File: config.mk
export PLATFORM = sky130hd
export DESIGN_NAME = port_io_crossbar_config
export DESIGN_NICKNAME = d
export VERILOG_FILES = /design/src/port_io_pkg.sv /design/src/port_io_crossbar_config.sv
export SDC_FILE = /design/constraint.sdc
export NUM_CORES = 1
export LEC_CHECK = 0
export ABC_AREA = 1
export BUFFER_PORTS_ARGS = -buffer_cell sky130_fd_sc_hd__buf_2
export CAP_MARGIN = 20
export CORE_MARGIN = 3
export CORE_UTILIZATION = 52
export CTS_BUF_LIST = sky130_fd_sc_hd__clkbuf_4 sky130_fd_sc_hd__clkbuf_8 sky130_fd_sc_hd__clkbuf_16
export DETAILED_ROUTE_END_ITERATION = 10
export GPL_TIMING_DRIVEN = 0
export PLACE_DENSITY = 0.79
export SETUP_SLACK_MARGIN = 0.15
export SKIP_LAST_GASP = 1
export SLEW_MARGIN = 15
export SYNTH_ARGS = -nofsm -noshare
export SYNTH_HDL_FRONTEND = slang
export SYNTH_SLANG_ARGS = --single-unit
File: constraint.sdc
create_clock -name clk_sys -period 4.8 [get_ports clk_sys]
set_clock_uncertainty 0.15 [all_clocks]
set_input_delay 1.2 -clock clk_sys [delete_from_list [all_inputs] [get_ports clk_sys]]
set_output_delay 1.2 -clock clk_sys [all_outputs]
set_load 0.05 [all_outputs]
File: src/port_io_pkg.sv
// Shared constants and types for the port I/O crossbar configuration block
package port_io_pkg;

  // Port geometry
  localparam int NUM_PORTS    = 5;
  localparam int XBAR_PORTS   = 4;
  localparam int PORT_BITS    = 8;
  localparam int NUM_PINS     = NUM_PORTS * PORT_BITS;
  localparam int STUB_PORT    = 3;
  localparam int STUB_KEEP    = 1;

  // Special-function register addresses, index is the port number
  localparam logic [7:0] LATCH_ADDR [NUM_PORTS] =
    '{8'h80, 8'h90, 8'hA0, 8'hB0, 8'hC7};
  localparam logic [7:0] INTYPE_ADDR [NUM_PORTS] =
    '{8'hF1, 8'hF2, 8'hF3, 8'hF4, 8'hF5};
  localparam logic [7:0] DRVTYPE_ADDR [NUM_PORTS] =
    '{8'hA4, 8'hA5, 8'hA6, 8'hA7, 8'hAE};
  localparam logic [7:0] SKIP_ADDR [XBAR_PORTS] =
    '{8'hD4, 8'hD5, 8'hD6, 8'hDF};
  localparam logic [7:0] ASSIGN_A_ADDR = 8'hE1;
  localparam logic [7:0] ASSIGN_B_ADDR = 8'hE2;

  // Field positions inside crossbar_assign_b
  localparam int GLOBAL_PULLUP_DISABLE_POS = 7;
  localparam int CROSSBAR_ENABLE_POS       = 6;

  // Reset values
  localparam logic [7:0] LATCH_RESET    = 8'hFF;
  localparam logic [7:0] INTYPE_RESET   = 8'hFF;
  localparam logic [7:0] DRVTYPE_RESET  = 8'h00;
  localparam logic [7:0] SKIP_RESET     = 8'h00;
  localparam logic [7:0] ASSIGN_RESET   = 8'h00;
  localparam logic [7:0] UNMAPPED_READ  = 8'h00;

  // Pad controls, one bit per pin, pin n of port p at p*8+n
  typedef struct packed {
    logic [NUM_PINS-1:0] level;
    logic [NUM_PINS-1:0] drive_en;
    logic [NUM_PINS-1:0] pullup_en;
    logic [NUM_PINS-1:0] receiver_en;
  } pad_ctl_t;

  // Requests from the crossbar priority decode, one bit per pin
  typedef struct packed {
    logic [NUM_PINS-1:0] claim;
    logic [NUM_PINS-1:0] level;
    logic [NUM_PINS-1:0] smbus;
  } periph_req_t;

  // Register-port request
  typedef struct packed {
    logic       wr;
    logic       rd;
    logic [7:0] addr;
    logic [7:0] wdata;
  } sfr_req_t;

endpackage : port_io_pkg

File: src/port_io_crossbar_config.sv
// Port I/O pad control with crossbar gate and special-function registers
//
// Function
// - A pin in analog input mode has pull-up, output driver and digital receiver all off.
// - An input type select bit of one means digital input and zero means analog input.
// - Reset leaves every pin in digital input mode.
// - Each driver is open-drain or push-pull by its driver type bit, even for peripheral signals other than the two-wire bus.
// - Pins carrying the two-wire bus data and clock always drive open-drain.
// - With the global pull-up disable bit low every open-drain pin gets a weak pull-up, push-pull never.
// - The weak pull-up is off while the pin actively drives a zero.
// - The crossbar enable bit activates peripheral assignment; before that managed pins are inputs.
// - While the crossbar is off the four managed ports cannot drive at all.
// - The fifth port is plain general-purpose I/O regardless of the crossbar.
// - A latch one drives high and zero low, but a one floats when the pin is open-drain.
// - Reading a latch gives zero for analog pins and the live pin level otherwise.
// - Port three has pins one to seven only on the larger package, otherwise only pin zero.
`timescale 1ns/10ps
`default_nettype none

module port_io_crossbar_config #(
  parameter bit WIDE_PACKAGE = 1'b1
) (
  // Clock and reset
  input  wire logic                     clk_sys,
  input  wire logic                     reset_n,
  // Special-function register port
  input  wire port_io_pkg::sfr_req_t    sfr_req,
  output logic [7:0]                    sfr_rdata,
  // Crossbar decode side
  input  wire port_io_pkg::periph_req_t periph_req,
  output logic [port_io_pkg::XBAR_PORTS*8-1:0] crossbar_skip,
  output logic [7:0]                    crossbar_assign_a,
  output logic [7:0]                    crossbar_assign_b,
  // Pads
  input  wire logic [port_io_pkg::NUM_PINS-1:0] pad_in,
  output port_io_pkg::pad_ctl_t         pad_ctl
);

  ////////////////////////////////////////////////////////////////////////////
  // State

  typedef struct packed {
    logic [port_io_pkg::NUM_PORTS-1:0][7:0]  latch;
    logic [port_io_pkg::NUM_PORTS-1:0][7:0]  in_type;
    logic [port_io_pkg::NUM_PORTS-1:0][7:0]  drv_type;
    logic [port_io_pkg::XBAR_PORTS-1:0][7:0] skip;
    logic [7:0]                              assign_a;
    logic [7:0]                              assign_b;
    logic [7:0]                              rdata;
    port_io_pkg::pad_ctl_t                   pads;
  } state_t;

  // Whole block state; pads registered to keep outputs on flops
  state_t state;
  state_t next_state;

  // Helper nets for the pad equations
  logic                             xbar_en;
  logic                             pullup_off;
  logic [port_io_pkg::NUM_PINS-1:0] present;
  logic [port_io_pkg::NUM_PINS-1:0] digital;
  logic [port_io_pkg::NUM_PINS-1:0] read_level;
  port_io_pkg::pad_ctl_t            pad_calc;

  // Gate and global pull-up disable bits
  assign xbar_en    = state.assign_b[port_io_pkg::CROSSBAR_ENABLE_POS];
  assign pullup_off = state.assign_b[port_io_pkg::GLOBAL_PULLUP_DISABLE_POS];

  ////////////////////////////////////////////////////////////////////////////
  // Per-pin pad control

  // Each pin is worked out from its own register bits and crossbar request
  // Pin i sits at port i/8, bit i%8
  generate
    for (genvar i = 0; i < port_io_pkg::NUM_PINS; i++) begin : g_pin
      localparam int PORT = i / 8;
      localparam int BIT  = i % 8;
      localparam bit MANAGED = (PORT < port_io_pkg::XBAR_PORTS);
      localparam bit STUB =
        (PORT == port_io_pkg::STUB_PORT) && (BIT >= port_io_pkg::STUB_KEEP);
      // Per-pin intermediate terms
      logic active;
      logic claimed;
      logic value;
      logic open_drain;
      logic drive;

      // Missing pins of the small package are dead pads
      assign present[i] = WIDE_PACKAGE || !STUB;
      assign digital[i] = state.in_type[PORT][BIT] && present[i];

      // Managed ports wait for the crossbar; the fifth port never does
      assign active  = MANAGED ? xbar_en : 1'b1;
      assign claimed = MANAGED && xbar_en && periph_req.claim[i];

      // Unclaimed pins fall back to the latch value
      assign value   = claimed ? periph_req.level[i]
                               : state.latch[PORT][BIT];

      // No automatic type choice, except the two-wire bus pins
      assign open_drain = (claimed && periph_req.smbus[i])
                          || !state.drv_type[PORT][BIT];

      // Open-drain only pulls low; a one floats
      assign drive = digital[i] && active
                     && (!open_drain || !value);
      assign pad_calc.level[i]       = value;
      assign pad_calc.drive_en[i]    = drive;

      // Pull-up only on open-drain, never while pulling low
      assign pad_calc.pullup_en[i]   = digital[i] && open_drain
                                       && !pullup_off
                                       && !drive;
      assign pad_calc.receiver_en[i] = digital[i];

      // Analog pins read as zero so a floating receiver never leaks in
      assign read_level[i] = digital[i] && pad_in[i];
    end
  endgenerate

  ////////////////////////////////////////////////////////////////////////////
  // Register writes and reads

  // Address decode; reads answer one cycle after the strobe
  // A write and a read of one address in one cycle return the old value
  always_comb begin
    next_state       = state;
    next_state.pads  = pad_calc;
    next_state.rdata = port_io_pkg::UNMAPPED_READ;
    for (int p = 0; p < port_io_pkg::NUM_PORTS; p++) begin
      // Port latch write
      if (sfr_req.wr && sfr_req.addr == port_io_pkg::LATCH_ADDR[p]) begin
        next_state.latch[p] = sfr_req.wdata;
      end
      // Input type write
      if (sfr_req.wr && sfr_req.addr == port_io_pkg::INTYPE_ADDR[p]) begin
        next_state.in_type[p] = sfr_req.wdata;
      end
      // Driver type write
      if (sfr_req.wr && sfr_req.addr == port_io_pkg::DRVTYPE_ADDR[p]) begin
        next_state.drv_type[p] = sfr_req.wdata;
      end

      // Latch read shows the masked pin, not the stored latch
      if (sfr_req.rd && sfr_req.addr == port_io_pkg::LATCH_ADDR[p]) begin
        next_state.rdata = read_level[p*8 +: 8];
      end
      // Input type read
      if (sfr_req.rd && sfr_req.addr == port_io_pkg::INTYPE_ADDR[p]) begin
        next_state.rdata = state.in_type[p];
      end
      // Driver type read
      if (sfr_req.rd && sfr_req.addr == port_io_pkg::DRVTYPE_ADDR[p]) begin
        next_state.rdata = state.drv_type[p];
      end
    end

    for (int p = 0; p < port_io_pkg::XBAR_PORTS; p++) begin
      // Skip write; these bits only steer the outside priority decode
      if (sfr_req.wr && sfr_req.addr == port_io_pkg::SKIP_ADDR[p]) begin
        next_state.skip[p] = sfr_req.wdata;
      end

      // Skip read
      if (sfr_req.rd && sfr_req.addr == port_io_pkg::SKIP_ADDR[p]) begin
        next_state.rdata = state.skip[p];
      end
    end

    // Assignment register A write
    if (sfr_req.wr && sfr_req.addr == port_io_pkg::ASSIGN_A_ADDR) begin
      next_state.assign_a = sfr_req.wdata;
    end
    // Crossbar enable and pull-up disable live here
    if (sfr_req.wr && sfr_req.addr == port_io_pkg::ASSIGN_B_ADDR) begin
      next_state.assign_b = sfr_req.wdata;
    end

    // Assignment register reads
    if (sfr_req.rd && sfr_req.addr == port_io_pkg::ASSIGN_A_ADDR) begin
      next_state.rdata = state.assign_a;
    end
    if (sfr_req.rd && sfr_req.addr == port_io_pkg::ASSIGN_B_ADDR) begin
      next_state.rdata = state.assign_b;
    end
  end

  ////////////////////////////////////////////////////////////////////////////
  // State register

  // Reset: all digital inputs, latches high, crossbar off, pads quiet
  always_ff @(posedge clk_sys or negedge reset_n) begin
    if (!reset_n) begin
      for (int p = 0; p < port_io_pkg::NUM_PORTS; p++) begin
        state.latch[p]    <= port_io_pkg::LATCH_RESET;
        state.in_type[p]  <= port_io_pkg::INTYPE_RESET;
        state.drv_type[p] <= port_io_pkg::DRVTYPE_RESET;
      end
      // Skip registers
      for (int p = 0; p < port_io_pkg::XBAR_PORTS; p++) begin
        state.skip[p] <= port_io_pkg::SKIP_RESET;
      end
      // Assignment registers: crossbar off, pull-ups allowed
      state.assign_a <= port_io_pkg::ASSIGN_RESET;
      state.assign_b <= port_io_pkg::ASSIGN_RESET;
      state.rdata    <= port_io_pkg::UNMAPPED_READ;
      state.pads     <= '0;
    end else begin
      // Everything else follows the decode
      state <= next_state;
    end
  end

  // Outputs straight from flip-flops
  assign sfr_rdata         = state.rdata;
  assign crossbar_skip     = state.skip;
  assign crossbar_assign_a = state.assign_a;
  assign crossbar_assign_b = state.assign_b;
  assign pad_ctl           = state.pads;

endmodule : port_io_crossbar_config

`default_nettype wire

Word-level counts from Yosys, hierarchy flattened. Index checks and enable logic that the tools add are counted.

Eq/ne operators: 21. Muxes and demuxes: 53. Reductions and logical operators: 563.

Operators by type and width (count): 1-bit logical AND (338); 8-bit equality test, second input constant (21); 8-bit two-way mux (21); 1-bit logical NOT (153); 1-bit logical OR (72); 1-bit two-way mux (32).

Flip-flop bits (word level): 336. Input port bits: 180.

Longest topological paths before layout. Gate-level depths: netlist of the first run.

Depth after elaboration: 23. Mapped depth: 19. Mapped depth without buffers: 19.

Least setup slack after synthesis of the first run. Ideal clock, no wire load.

Kind: input to register. From: input sfr_req[16] (netlist bit). To: register state (netlist bit sfr_rdata[0]). Data arrival time: 2.457 ns. Setup slack: 2.069 ns. Stages on the path: 12. Buffers on the path: 1. Cells stage by stage: buf_4 inv_2 nor4_4 nor2_1 nand2_1 nand4_1 nor2_1 nand3_1 nand2_1 nand3_1 nand2_1 nand3_1.

RTL lines: start: declaration (RTL line port_io_crossbar_config.sv:27) `input wire port_io_pkg::sfr_req_t sfr_req,`; end signal: assignment (RTL line port_io_crossbar_config.sv:210) `state <= next_state;`; end: declaration (RTL line port_io_crossbar_config.sv:54) `state_t state;`.

==> results.txt, run 1 <==
NetSw - 0.00181 W
largest net degree at the start of global routing - 113
vias in the first global route - 13300
#FFs+latches synth - 336
WP data required - 5.02 ns
Hold Crit Depth - 0
total of max-cap violations - 0
RSZ-0062 raised after global routing - no
Die Area - 0.0319 mm²
Comb pwr share - 0.128
Core Area - 0.0290 mm²
switching share of power - 0.266
Yosys top cell area share - 0.414
pwr/cell area - 356 mW/mm²
first-pass GRT wire length - 76.2 mm
post-synthesis adder-cell area fraction - 0
initial core utilization - 0.533
cell accounting for the most synthesized area - dfrtp_1
setup TNS - 0 ns
CP Capture Type - flip-flop
cts hold-fix bufs - 0
clock buffer depth - 3
total wire length - 51.9 mm
Leakage - 10.0 nW
Seq/Total Area, Yosys - 0.550
dominant combinational cell family by area after synthesis - simple AND/OR/NAND/NOR gates
Slew @ Worst Pin - 1.02 ns
Routed Antenna Nets - 0
share of layout cells above drive strength 1 - 0.363
WL/cell - 20.3 µm
most common cell in the netlist - nand2_1
P_int - 0.00500 W
CTS root buf - clkbuf_16
crit-path max FO - 6
final setup fails - 0
Synth top cells by count - 381 x nand2_1, 256 x dfrtp_1, 218 x buf_4, 177 x o21ai_0, 129 x nand3_1
clk slew on worst S/H paths - 0.06 ns
Mapped Cells - 1729
Post-synth EDFFs - 0
Synth Area in XOR/XNOR - 0
ys flop type - dfrtp_1
grt ovf - 0
worst skew pair latency - 0.52 ns
post-route clock period utilization - 0.695
CTS sink count - 336
clock power share - 0.419
Vert. Die Dim - 179 µm
Area Growth Syn to Fin - 23.6%
VDD IR max - 225 µV
DP Worst Slack - 1.11 ns
Synth Area per Inst - 8.95 µm²
post-route minimum period - 3.33 ns
ranking of synthesized cells by area - dfrtp_1 41%, dfstp_2 14%, buf_4 11%
first-pass detailed-route iteration total - 6
Num CTS Buffers - 35
Nets - 2319
Via Count - 13900
Ports - 396
FF-to-FF setup slack - 1.53 ns
worst hold path type - reg2reg
yosys warns - 0
worst hold start - g_pin[37].value
Reg2Reg Depth - 6
Util after Layout - 0.659
Syn Nets - 1909
register share of total power - 0.453
simple-gate share of the synthesized area - 0.196
setup bufs post-CTS - 0
worst hold endpoint - pad_ctl[157]
Residual DRC - 0
Synth async-reset ratio - 1.00
Die X - 179 µm
Starting DRT DRC Count - 1453
Synth Area in Compound Gates - 0.0996
RR Endpoint - pad_ctl[58]
crit path kind - in2reg
Distinct cells, synth - 32
Final WS setup - 1.47 ns
WP data arrival - 3.56 ns
fmax - 0.300 GHz
Tot Pwr - 0.00681 W
PostCTS Resize Cnt - 0
mux cell area share after synthesis - 0.00291
max-slew violations - 0
Avg Vias per Cell - 5.44
hpwl dp - 38.1 mm
initial antenna violation count - 7
r2r startpoint - crossbar_assign_b[6]
Rows - 62
port bufs - 370
Final Wtd Congestion - 0.989
Slew HR - 0.318
CTS tree - done
htree depth - 2
run status - finished, final reports clean
cell area after technology mapping - 0.0155 mm²
GRT Util Overall - 0.320
Worst Setup Start Kind - input port
endpoints failing hold - 0
## layout by cell type (no fill, tap or decap), drive strengths merged, types with 3 or more instances in the layout
master    n
nand4    31
o21ai   181
clkinv    6
nor2    117
nand3   132
buf     602
bufinv    4
mux2      4
clkbuf  103
a21oi    68
nand2   390
o211ai    3
diode     5
inv     127
nand3b    3
dfstp    80
dfrtp   256
nor4      9
a31oi    34
or2       5
a211oi    8
## critical path: stages
cell and delay (ns):
buf_2 0.12, inv_2 0.05, nand2_1 0.11, nor2_2 0.32, nand3_2 0.24, nand2_2 0.20
nand2_1 0.07, nand2_1 0.10, nand3_1 0.09, nor2_1 0.17, nand4_1 0.14, nand2_1 0.14
nand4_1 0.17, nand2_1 0.13, nand3_1 0.09, nand2_1 0.11, nand3_1 0.10
## flip-flops by register name, indices dropped and copies added, names as in the netlist
signal             cells
crossbar_skip         32
crossbar_assign_b      8
g_pin.value            8
state                 72
pad_ctl              160
sfr_rdata              8
crossbar_assign_a      8
digital               40
## per-stage QoR
step	hold WS, ns	area (µm²)	cells
floorplan	0.246	15500	1729
global placement	0.251	17800	2483
detailed placement	0.253	17900	2486
CTS	0.262	19100	2549
global route	0.270	19100	2553
finish	0.262	19100	2554
## power by group through the flow
stage / Clock [W] / Combinational (W) / Sequential, W
floorplan: 0 / 0.000563 / 0.00308
global placement: 0 / 0.000843 / 0.00312
detailed placement: 0 / 0.000866 / 0.00313
CTS: 0.00286 / 0.000871 / 0.00308
global route: 0.00298 / 0.000931 / 0.00309
finish: 0.00286 / 0.000873 / 0.00308
## routing by layer
layer / track usage / part of all wire / vias up
met1: 0.414 / 0.38 / 6616
met2: 0.534 / 0.48 / 874
li1: - / - / 6260
met5: 0 / 0.00044 / -
met4: 0.129 / 0.041 / 4
met3: 0.0564 / 0.099 / 148
## area by class of cell
class                   count  area [µm²]
clock buffers              53        1060
inverters                 128         483
well taps                 384         480
plain buffers             279        1870
flip-flops and latches    336        8510
multi-input cells         986        4620
fillers                  2350        9880
clock inverters            10         156
diodes                      5        12.5
repair buffers            373        1940
## kinds of logic after synthesis
logic type / count (synthesis)
simple gates: 688
mux: 4
buf+inv: 407
flops: 336
compound gates: 294
## worst max path at each step
stage                startpoint           end
floorplan           sfr_req[16]  sfr_rdata[0]
global placement        reset_n   pad_ctl[11]
detailed placement   sfr_req[8]  sfr_rdata[1]
CTS                  sfr_req[8]  sfr_rdata[1]
global route         sfr_req[8]  sfr_rdata[1]
finish               sfr_req[8]  sfr_rdata[1]
Note: power is estimated with default switching activity, not from simulation.
==> inputs of run 2 (changes only) <==
CORE_UTILIZATION = 48   (was 52)
PLACE_DENSITY = 0.76   (was 0.79)
clock period = 2.9 ns   (was 4.8 ns; I/O delays follow)
==> run 2 against run 1 <==
Total power grew 66%; critical endpoint unchanged; sequential power up 66%; die area is 8.0% higher; utilization decreased by 5.2 points; routed wire length is 3.1% higher; combinational power rose by 66%; cell count rose by 0.86%.
==> results.txt, run 2 (synthesis results as in run 1) <==
run status - finished, final reports clean
Residual DRC - 0 (unchanged)
slowest stage cell, crit path - nor2_1
WP data arrival - 2.98 ns (-0.58 ns)
Largest register FFs - 160 (unchanged)
WP data required - 3.13 ns (-1.89 ns)
Tot Pwr - 0.0113 W (+66%)
CTS tree - done
first-pass GRT wire length - 78.6 mm (+3.1%)
initial core utilization - 0.489 (-0.0442)
post-route minimum period - 2.75 ns
CP Launch Point - sfr_req[14]
share of layout cells above drive strength 1 - 0.366 (+0.00377)
grt ovf - 0 (unchanged)
Starting DRT DRC Count - 1249 (-14%)
Worst Setup Start Kind - input port
most frequent cells in the layout - 381 x nand2_1, 373 x buf_2, 256 x dfrtp_1
Routed Antenna Nets - 0 (unchanged)
GRT Util Overall - 0.303 (-0.0170)
Area Growth Syn to Fin - 24.2%
Layout Cells excl Fill - 2576 (+0.86%)
vias in the first global route - 13700 (+3.1%)
worst skew pair latency - 0.52 ns (about the same)
Nets - 2323 (+0.17%)
RR Endpoint - pad_ctl[60]
Ports - 396 (unchanged)
Final Wtd Congestion - 0.967 (-2.3%)
Avg Vias per Cell - 5.41 (-0.55%)
WHS - 0.0278 ns (-0.235 ns)
max-slew violations - 0 (unchanged)
VDD IR max - 390 µV (+74%)
endpoints failing hold - 0 (unchanged)
crit-path max FO - 6 (unchanged)
Core Area - 0.0316 mm² (+9.0%)
post-route clock period utilization - 0.948
total of max-cap violations - 0 (unchanged)
final setup fails - 0 (unchanged)
htree depth - 2 (unchanged)
RSZ-0062 raised after global routing - yes
largest net degree at the start of global routing - 105 (-7.1%)
first-pass detailed-route iteration total - 5 (-1)
Reg2Reg Depth - 5 (-1)
Leakage - 10.1 nW (+0.30%)
initial antenna violation count - 6 (-1)
Slew @ Worst Pin - 0.996 ns (-0.0264 ns)
clk slew on worst S/H paths - 0.06 ns (about the same)
Via Count - 13900 (+0.30%)
commonest non-fill, non-tap cell in the layout - nand2_1
FF-to-FF setup slack - 0.33 ns (-1.20 ns)
Slew HR - 0.336 (+0.0176)
Setup crit end - sfr_rdata[1]
r2r startpoint - crossbar_assign_b[6]
CP Capture Type - flip-flop
Die Area - 0.0344 mm² (+8.0%)
hpwl dp - 39.1 mm (+2.8%)
delay of the slowest critical-path stage - 0.25 ns (-0.07 ns)
Placed Instances - 2504 (+0.72%)
pwr/cell area - 590 mW/mm² (+66%)
worst hold path type - in2async
Num CTS Buffers - 36 (+2.9%)
crit path kind - in2reg
worst path cell trace - buf_2 > inv_1 > nand2_2 > nor2_1 > nand3_2 > nand2_2 > nand2_1 > nand2_1 > nand3_1 > nor2_1 > nand4_1 > nand2_1 > nand4_1 > nand2_1 > nand3_1 > nand2_1 > nand3_1
clock buffer depth - 3 (unchanged)
total wire length - 53.5 mm (+3.1%)
CTS sink count - 336 (unchanged)
most used cell, CP - nand2_1
CTS root buf - clkbuf_16
Rows - 65 (+4.8%)
fmax - 0.364 GHz
WL/cell - 20.8 µm (+2.2%)
Die X - 186 µm (+3.9%)
port bufs - 370 (unchanged)
Vert. Die Dim - 186 µm (+3.9%)
run 2: changes by cell type in the layout (fill, tap and decap cells not counted), sizes merged:
| cell | before | now |
|---|---|---|
| bufinv | 4 | 3 |
| diode | 5 | 4 |
| buf | 602 | 604 |
| inv | 127 | 129 |
| clkinvlp | 1 | 3 |
run 2: report_power, final:
group | total (W) | internal, W | switching [W]
Sequential | 0.00511 | 0.00494 | 0.000169
Combinational | 0.00145 | 0.000435 | 0.00102
Clock | 0.00477 | 0.00288 | 0.00189
Total | 0.0113 | 0.00825 | 0.00308
run 2: routing by layer:
layer	vias to the layer above	track usage	wire length, µm
met5	-	0	25
met4	4	0.128	2360
met3	145	0.0549	4580
met2	778	0.506	25800
met1	6759	0.391	20700
li1	6258	-	-
run 2: how the worst min path moves through the flow:
stage                          startpoint           end  slack [ns]  cells past startpoint
after CTS                         reset_n  sfr_rdata[3]        0.08                      1
after floorplan           g_pin[32].value  pad_ctl[152]        0.25                      0
after detailed placement  g_pin[38].value  pad_ctl[158]        0.26                      0
after global routing              reset_n  sfr_rdata[3]        0.09                      1
after global placement    g_pin[34].value  pad_ctl[154]        0.25                      0
final                             reset_n  sfr_rdata[5]        0.03                      1
run 2: through the flow:
step                      area (µm²)  utilization  setup TNS [ns]  setup slack, ns
after detailed placement       17900        0.567           -8.45           -0.387
after global placement         17800        0.564        -1574.87            -5.20
after global routing           19200        0.607               0            0.125
after floorplan                15500            -               0            0.644
final                          19200        0.607               0            0.151
after CTS                      19200        0.606               0            0.220
run 2: timing repair:
action                     CTS  global route
hold buffers                 0             0
gates resized for setup      4             3
buffers inserted             0             3
setup endpoints to repair   55            14
pin swaps                    0             4
run 2: area by class of cell:
class                      instances  area [µm²]
clock buffer                      52        1080
tap                              402         503
timing repair buffer             376        1970
sequential                       336        8510
fill                            2698       12400
inverter                         128         483
clock inverter                    13         159
buffer                           279        1870
antenna                            4        10.0
multi-input combinational        986        4630
run 2: worst max-delay path: cells and delay by family:
family | cells | cell delay, ns
AND/OR/NAND/NOR | 15 | 2.06
buffers and inverters | 2 | 0.18
